[src/logic/gpx_pkg.sv]
/*
 * Shared constants and types for the eight-pin port expander.
 * Assumes every file that needs them imports the whole package.
 */
package gpx_pkg;

    // ----------------------------------------------------------------
    // Port geometry and reset values
    // ----------------------------------------------------------------
    localparam int GPX_WIDTH = 8;
    localparam logic [7:0] GPX_WIDTH_VALUE = 8'h08;
    localparam logic [7:0] GPX_MASK_VALUE = 8'hFF;
    localparam logic [7:0] GPX_BUS_ADDR_DEFAULT = 8'h48;
    localparam logic [7:0] GPX_LATCH_RESET = 8'h00;
    localparam logic [7:0] GPX_OE_RESET = 8'h00;
    localparam logic [7:0] GPX_ALL_OUTPUT = 8'hFF;
    localparam logic [7:0] GPX_ALL_INPUT = 8'h00;
    localparam int GPX_ANSWER_CYCLES = 1;

    // ----------------------------------------------------------------
    // Access codes carried on the request port
    // ----------------------------------------------------------------
    typedef enum logic [3:0] {
        GPX_OP_WIDTH = 4'h0,
        GPX_OP_MASK = 4'h1,
        GPX_OP_BIT = 4'h2,
        GPX_OP_LATCH = 4'h3,
        GPX_OP_LATCH_N = 4'h4,
        GPX_OP_INPUT = 4'h5,
        GPX_OP_INPUT_N = 4'h6,
        GPX_OP_DATA = 4'h7,
        GPX_OP_DATA_N = 4'h8,
        GPX_OP_DIR = 4'h9,
        GPX_OP_DIR_N = 4'hA
    } gpx_op_type;

endpackage

[src/logic/gpx_port.sv]
/*
 * Eight-pin general-purpose port expander core. Holds the output latches
 * and per-pin direction, and serves one access per request with an answer
 * one clock later.
 * Assumes the serial front end has already turned each bus transaction
 * into one request pulse, and that pin_in is synchronous to clk.
 */
// Function
// - Width query returns eight.
// - Mask query returns 0xFF.
// - Single bit write drives that pin only.
// - Single bit read makes that pin input.
// - Whole latch write sets all outputs, loads byte.
// - Whole latch read returns latches, keeps direction.
// - Single latch write: pin output, latch bit.
// - Single latch read returns latch bit, keeps direction.
// - Whole input read: all inputs, return pins.
// - Single input read: pin input, return level.
// - Whole data access aliases latch write/input read.
// - Single data access aliases latch/input single.
// - Direction read: one per pin, input=1.
// - Single direction read: input=1, output=0.
// - Respond only at bus address, default 0x48.
module gpx_port
    import gpx_pkg::*;
#(
    parameter logic [7:0] BUS_ADDR = GPX_BUS_ADDR_DEFAULT
)
(
    // Clock and reset
    input wire logic clk,
    input wire logic nrst,
    // Request
    input wire logic req,
    input wire logic [7:0] req_addr,
    input wire logic [3:0] req_op,
    input wire logic req_write,
    input wire logic [2:0] req_pin,
    input wire logic [7:0] req_wdata,
    // Answer
    output logic ack,
    output logic nak,
    output logic [7:0] rdata,
    // Pins
    input wire logic [7:0] pin_in,
    output logic [7:0] pin_out,
    output logic [7:0] pin_oe
);

    // ----------------------------------------------------------------
    // Address match and decode
    // ----------------------------------------------------------------
    wire logic addr_hit = (req_addr == BUS_ADDR);
    wire logic take = req && addr_hit;
    logic [7:0] next_latch;
    logic [7:0] next_oe;
    logic [7:0] rd_value;
    logic refused;

    gpx_access_decode i_gpx_access_decode (
        .op(req_op),
        .write(req_write),
        .pin_sel(req_pin),
        .wdata(req_wdata),
        .latch(pin_out),
        .oe(pin_oe),
        .pins(pin_in),
        .next_latch(next_latch),
        .next_oe(next_oe),
        .rd_value(rd_value),
        .refused(refused)
    );

    // A refused write leaves state alone; an unaddressed request is ignored
    wire logic apply = take && !refused;

    // ----------------------------------------------------------------
    // Latches and drive enables
    // ----------------------------------------------------------------
    always_ff @(posedge clk or negedge nrst)
    begin
        if (!nrst)
        begin
            pin_out <= GPX_LATCH_RESET;
            pin_oe <= GPX_OE_RESET;
        end
        else if (apply)
        begin
            pin_out <= next_latch;
            pin_oe <= next_oe;
        end
    end

    // ----------------------------------------------------------------
    // Answer, one cycle after the request
    // ----------------------------------------------------------------
    always_ff @(posedge clk or negedge nrst)
    begin
        if (!nrst)
        begin
            ack <= 1'b0;
            nak <= 1'b0;
            rdata <= 8'h00;
        end
        else
        begin
            ack <= apply;
            nak <= take && refused;
            rdata <= apply ? rd_value : 8'h00;
        end
    end

    wire logic rd_req = take && !req_write;
    wire logic wr_req = take && req_write;
endmodule

[src/logic/gpx_access_decode.sv]
/*
 * Combinational access decoder: from one request and the present latch,
 * drive-enable and pin state, works out the next latch and drive-enable
 * values and the byte to return.
 * Assumes the caller applies the results only for an accepted request.
 */
module gpx_access_decode
    import gpx_pkg::*;
(
    // Request
    input wire logic [3:0] op,
    input wire logic write,
    input wire logic [2:0] pin_sel,
    input wire logic [7:0] wdata,
    // Present state
    input wire logic [7:0] latch,
    input wire logic [7:0] oe,
    input wire logic [7:0] pins,
    // Results
    output logic [7:0] next_latch,
    output logic [7:0] next_oe,
    output logic [7:0] rd_value,
    output logic refused
);

    // ----------------------------------------------------------------
    // Helpers
    // ----------------------------------------------------------------
    function automatic logic [7:0] put_bit(input logic [7:0] v, input logic [2:0] n,
                                           input logic b);
        logic [7:0] r;
        r = v;
        r[n] = b;
        return r;
    endfunction

    function automatic logic [7:0] low_bit(input logic b);
        return {7'h00, b};
    endfunction

    // ----------------------------------------------------------------
    // Fold the alias accesses onto their canonical forms
    // ----------------------------------------------------------------
    wire logic single_alias = (op == GPX_OP_BIT) || (op == GPX_OP_DATA_N);
    wire logic whole_alias = (op == GPX_OP_DATA);
    wire logic [3:0] canon_op = single_alias ? (write ? GPX_OP_LATCH_N : GPX_OP_INPUT_N)
                              : whole_alias ? (write ? GPX_OP_LATCH : GPX_OP_INPUT)
                              : op;

    always_comb
    begin
        next_latch = latch;
        next_oe = oe;
        rd_value = 8'h00;
        refused = 1'b0;
        case (canon_op)
            GPX_OP_WIDTH:
            begin
                rd_value = GPX_WIDTH_VALUE;
                refused = write;
            end
            GPX_OP_MASK:
            begin
                rd_value = GPX_MASK_VALUE;
                refused = write;
            end
            GPX_OP_LATCH:
            begin
                if (write)
                begin
                    next_latch = wdata;
                    next_oe = GPX_ALL_OUTPUT;
                end
                else
                begin
                    rd_value = latch;
                end
            end
            GPX_OP_LATCH_N:
            begin
                if (write)
                begin
                    next_latch = put_bit(latch, pin_sel, wdata[0]);
                    next_oe = put_bit(oe, pin_sel, 1'b1);
                end
                else
                begin
                    rd_value = low_bit(latch[pin_sel]);
                end
            end
            GPX_OP_INPUT:
            begin
                refused = write;
                if (!write)
                begin
                    next_oe = GPX_ALL_INPUT;
                    rd_value = pins;
                end
            end
            GPX_OP_INPUT_N:
            begin
                refused = write;
                if (!write)
                begin
                    next_oe = put_bit(oe, pin_sel, 1'b0);
                    rd_value = low_bit(pins[pin_sel]);
                end
            end
            GPX_OP_DIR:
            begin
                rd_value = ~oe;
                refused = write;
            end
            GPX_OP_DIR_N:
            begin
                rd_value = low_bit(~oe[pin_sel]);
                refused = write;
            end
            default:
            begin
                refused = 1'b1;
            end
        endcase
    end

endmodule

[config.mk]
export PLATFORM = sky130hd
export DESIGN_NAME = gpx_port
export DESIGN_NICKNAME = d
export VERILOG_FILES = /design/src/logic/gpx_pkg.sv /design/src/logic/gpx_port.sv /design/src/logic/gpx_access_decode.sv
export SDC_FILE = /design/constraint.sdc
export NUM_CORES = 1
export LEC_CHECK = 0
export ABC_CLOCK_PERIOD_IN_PS = 1500
export BUFFER_PORTS_ARGS = -buffer_cell sky130_fd_sc_hd__buf_2
export CORE_ASPECT_RATIO = 1.75
export CORE_MARGIN = 2
export CORE_UTILIZATION = 46
export DETAILED_ROUTE_END_ITERATION = 8
export GPL_TIMING_DRIVEN = 0
export PLACE_DENSITY_LB_ADDON = 0.08
export SYNTH_ARGS = -nofsm -noshare
export SYNTH_HDL_FRONTEND = slang
export SYNTH_SLANG_ARGS = --single-unit
export TNS_END_PERCENT = 100
[constraint.sdc]
create_clock -name clk -period 1.5 [get_ports clk]
set_input_delay 0.075 -clock clk [delete_from_list [all_inputs] [get_ports clk]]
set_output_delay 0.075 -clock clk [all_outputs]
set_load 0.05 [all_outputs]
; After elaboration in Yosys (flattened, before gate mapping)
; Cells that the tools add are included.
[word_totals]
elab_cells = 68
latch_bits = 0
mem_count = 0
mem_bits_rw = 0
register_bits = 26
in_bits = 35
mem_bits_ro = 0
out_inout_bits = 26
[classes]
div = 0
add_sub_neg = 0
bitwise = 5
shifts = 0
n_mux = 28
n_eq_ne = 15
reduce_logical = 13
order_cmp = 2
mul = 0
[ops]
columns = operator, n
row1 = 2-to-1 mux 8 bit, 9
row2 = one-hot mux 8 bit (8 select lines), 1
row3 = one-hot mux 8 bit (4 select lines), 1
row4 = "equality test 4 x 3 -> 1 bit, second input constant", 4
row5 = inverter 8 bit, 2
row6 = one-hot mux 8 bit (2 select lines), 1
row7 = "equality test 4 bit, second input constant", 3
row8 = binary-select mux 1 bit (select 3 bit), 3
row9 = bitwise AND 8 bit, 1
row10 = bitwise mux 8 bit, 1
row11 = "equality test 4 x 2 -> 1 bit, second input constant", 2
row12 = "equality test 8 x 7 -> 1 bit, second input constant", 1
row13 = 2-to-1 mux 4 bit, 2
row14 = "!= test 2 bit, second input constant", 4
row15 = OR 8 bit, 1
row16 = 2-to-1 mux 1 bit, 6
row17 = AND reduction 6 bit, 1
row18 = OR reduction 6 bit, 1
row19 = "equality test 4 x 1 -> 1 bit, second input constant", 1
row20 = logical AND 1 bit, 4
row21 = logical NOT 4 bit, 1
row22 = "less-than comparator 3 x 4 -> 1 bit, second input constant", 1
row23 = AND reduction 4 bit, 1
row24 = nonzero test 4 bit, 1
row25 = 10 further kinds, 10

; Depth between registers and ports, before layout
[depth]
depth_word = 9
depth_mapped = 8
depth_no_buf = 5

; Modules after synthesis
; A second synthesis with hierarchy kept.
[hier_totals]
hier_cells = 250
hier_area_um2 = 2352.3
[by_module_without_submodules]
columns = module, instances, area_per_inst_um2, seq_area_each_um2, cells_per_inst
row1 = gpx_access_decode, 1, 1343.8, 0.0, 192
row2 = gpx_port, 1, 1008.5, 650.6, 58

; Worst setup path after synthesis
; OpenSTA, ideal clock, no wires.
[synth_timing]
kind = reg2reg
from = register pin_out[7]
to = register rdata[0]
stages_incl_launch_ff = 5
arrival_time_ns = 1.650
period_less_slack_ns = 1.739
path_slack_ns = -0.239
setup_time_ns = 0.088
path_cell_list = dfrtp_1 mux2i_1 mux4_2 a211o_1 a41oi_1
[synth_between]
elab_chain_len = 5
[synth_lines]
columns = item, line_no
row1 = from (decl), gpx_port.sv:46  ; output logic [7:0] pin_out,
row2 = from (signal assigned), gpx_port.sv:89  ; pin_out <= next_latch;
row3 = binary-select mux 1 bit (select 3 bit), gpx_access_decode.sv:88  ; rd_value = low_bit(latch[pin_sel]);
row4 = 2-to-1 mux 1 bit (implied by the code), gpx_access_decode.sv:88
row5 = 2-to-1 mux 1 bit, gpx_access_decode.sv:81  ; if (write)
row6 = one-hot mux 8 bit (8 select lines), gpx_access_decode.sv:56  ; case (canon_op)
row7 = 2-to-1 mux 8 bit, gpx_port.sv:109  ; rdata <= apply ? rd_value : 8'h00;
row8 = to (signal assigned), gpx_port.sv:109
row9 = to (decl), gpx_port.sv:43  ; output logic [7:0] rdata,
; No other way between the ends. The select of a mux whose other input is x is not followed.
; A chain may end at the register's enable or synchronous reset.

; Final worst setup path
[layout_timing]
from = register pin_out[5]
to = register rdata[0]
; Same word-level chain as after synthesis.

==> results.md <==
* Hold_sp: req_wdata[0]
* Port Buffers at 59
* First-pass DRT Iterations at 5
* Number of antenna violations at the first check in global routing at 0
* Synth Flop Type: dfrtp_1
* Clock sink total at 26
* Crit path max fanout at 4
* Peak VDD IR at 0.422 mV
* Die area at 4670 um2
* Worst-path clk slew at 0.09 ns
* Synth top area share at 34.3%
* Vias in the first global route at 1974
* Endpoints failing setup at 0
* TritonCTS Buffers at 3
* Layout Nets at 310
* Fraction of layout cells with a size suffix above 1 at 44.9%
* Syn nets at 239
* Crit path time final at 1.46 ns
* Final Cycle Share at 97.1%
* Cells after synthesis at 204
* # H-tree levels at 1
* RSZ-0062 raised after global routing: no
* Hold Vio Cnt, Final at 0
* Clk_skew at 0.00822 ns
* Multi-input logic area at 1260 um2
* Sequential area share after synthesis at 34.3%
* Syn Std Cell Area at 1900 um2
* R2R Path End: rdata[0]$_DFF_PN0_
* Root Buffer: clkbuf_8
* Antenna Cells at 0
* Boundary pin count at 61
* Top cells by count, synth: 26 x dfrtp_1, 19 x nor2_1, 18 x nand2_1
* Crit path to: rdata[0]$_DFF_PN0_
* Max Cap Violations at 0
* Cell Rows at 30
* Worst r2r src: pin_out[5]$_DFFE_PN0P_
* Number of remaining DRC errors at 0
* Final design utilization at 64.4%
* Pin count of the biggest net entering global routing at 27
* Static leakage at 1.13 nW
* FF-to-FF setup slack at 0.04 ns
* Antenna Nets Post-Route at 0
* DR WL/cell at 18.4 um
* Number of flops mapped to enable cells by yosys at 0
* Vias per Instance at 6.32
* Gr usage total at 26.6%
* YS warnings at 0
* CP Capture Type: register
* #FFs+latches synth at 26
* Crit path arrival time at 1.65 ns
* Core Box Area at 3900 um2
* Status: completed
* Drt initial violations at 85
* Library cells used by synthesis at 54
* Worst EP required at 1.70 ns
* Skew-Pair Late Insertion Delay at 0.27 ns
* Setup CP Type: reg -> reg
* Initial Util at 48.6%
* Register area at 658 um2
* Most common cell in the synthesized netlist: dfrtp_1
* CTS tree: built
* Fmax at 0.687 GHz
* Routed vias at 2036
* WL final at 5.93 mm
* Die Y at 88.9 um
* Post-synthesis async set-or-reset flop share at 100%
* Placed Cells at 311
* Area grow syn2layout at 32.6%
* Area leader, netlist: dfrtp_1
* Buffer depth of the longest clock path at 2
* Synth top area cells: dfrtp_1 34%, o311ai_4 4.2%, nor2_1 3.8%
* Slew Limit Fails at 0
* Mean Syn Cell Area at 9.29 um2
* Hpwl dp at 4.58 mm
* First-pass GRT wire length at 9.32 mm
* Slew @ Worst Pin at 0.836 ns
* Critical Path Source Type: register
* GP Congestion at 0.932
* FILL cells at 365
* Setup crit start: pin_out[5]$_DFFE_PN0P_
* Worst Hold Class: in -> reg
* Setup TNS at 0 ns
* Final std cells w/o fill at 322
* Reg2Reg Depth at 4
* Slew HR at 43.9%
* Power Density at 607 nW/um2
* Die width at 52.5 um
* Total congestion overflow at 0
==> worst min path at each step <==
stage | to | slack [ns] | cells past startpoint
CTS | pin_out[0]$_DFFE_PN0P_ | 0.04 | 2
global placement | pin_oe[5]$_DFFE_PN0P_ | 0.09 | 1
finish | pin_out[0]$_DFFE_PN0P_ | 0.04 | 2
floorplan | ack$_DFF_PN0_ | -0.22 | 0
global route | pin_out[0]$_DFFE_PN0P_ | 0.05 | 2
detailed placement | pin_oe[4]$_DFFE_PN0P_ | 0.10 | 1
==> through the flow <==
stage	power (mW)	worst slack [ns]	cell area (um2)	hold WS (ns)
finish	1.53	0.0438	2510	0.0440
global route	1.59	0.00219	2510	0.0483
CTS	1.51	0.000486	2470	0.0441
detailed placement	1.06	-0.399	2330	0.102
global placement	1.06	-0.403	2330	0.0933
floorplan	0.938	-0.0897	1970	-0.221
==> kinds of logic (layout without fill, tap and decap cells) <==
group | Yosys count | in the layout | share of synthesized area [%]
xor+xnor | 2 | 2 | 0.924
mux | 11 | 11 | 6.67
simple gates | 71 | 71 | 20.3
buf+inv | 20 | 90 | 5.41
flops | 26 | 26 | 34.3
compound gates | 74 | 74 | 32.4
==> sequential cells by signal, indices dropped and copies added, names as in the netlist <==
signal   cells
ack          1
pin_out      8
pin_oe       8
rdata        8
nak          1
==> power by group <==
group          internal (mW)  switching [mW]  total [mW]
sequential             0.705         0.00528       0.710
combinational          0.141           0.221       0.362
clock                  0.235           0.220       0.455
total                   1.08           0.446        1.53
==> placed cells by master (no fill, tap or decap), drive strengths merged, types with 3 or more instances in the layout <==
| cell type | synthesis | routed |
|---|---|---|
| a211oi | 6 | 6 |
| a21oi | 9 | 9 |
| a222oi | 7 | 7 |
| a2bb2oi | 7 | 7 |
| a31oi | 3 | 3 |
| buf | 13 | 76 |
| clkbuf | 4 | 10 |
| dfrtp | 26 | 26 |
| inv | 3 | 3 |
| mux2 | 3 | 3 |
| mux2i | 7 | 7 |
| nand2 | 18 | 18 |
| nand2b | 4 | 4 |
| nand3 | 3 | 3 |
| nand4 | 3 | 3 |
| nor2 | 19 | 19 |
| nor2b | 3 | 3 |
| nor3 | 5 | 5 |
| nor4b | 3 | 3 |
| o211ai | 6 | 6 |
| o21ai | 5 | 5 |
| o22ai | 5 | 5 |
| o311ai | 3 | 3 |
| o31ai | 8 | 8 |
==> layout make-up <==
cell class / instances / area share, %
multi-input combinational: 158 / 50.1
sequential: 26 / 26.2
timing repair buffer: 67 / 14.2
buffer: 16 / 4.43
tap: 48 / 2.39
clock buffer: 4 / 2.19
inverter: 3 / 0.448
==> layer usage <==
layer	global-route usage, %	part of all wire (%)	up-vias
li1	-	-	942
met1	31.1	37	969
met2	46.5	51	99
met3	2.51	5.9	26
met4	14.5	5.9	0
met5	0	0	-
==> critical path, stage by stage (launching register included) <==
cell	delay, ns
dfrtp_2	0.41
nand2_1	0.07
mux4_2	0.45
a211o_1	0.30
a41oi_2	0.16
==> repair_timing <==
action                                  in CTS  in global routing
hold buffers                                 1                  0
hold endpoints to repair                    26                  0
endpoints found under the setup margin      19                 11
resized for setup                            6                 13
pin swaps                                    1                  2
buffers inserted                             6                  1
No activity file was read; power rests on OpenSTA's default activity.
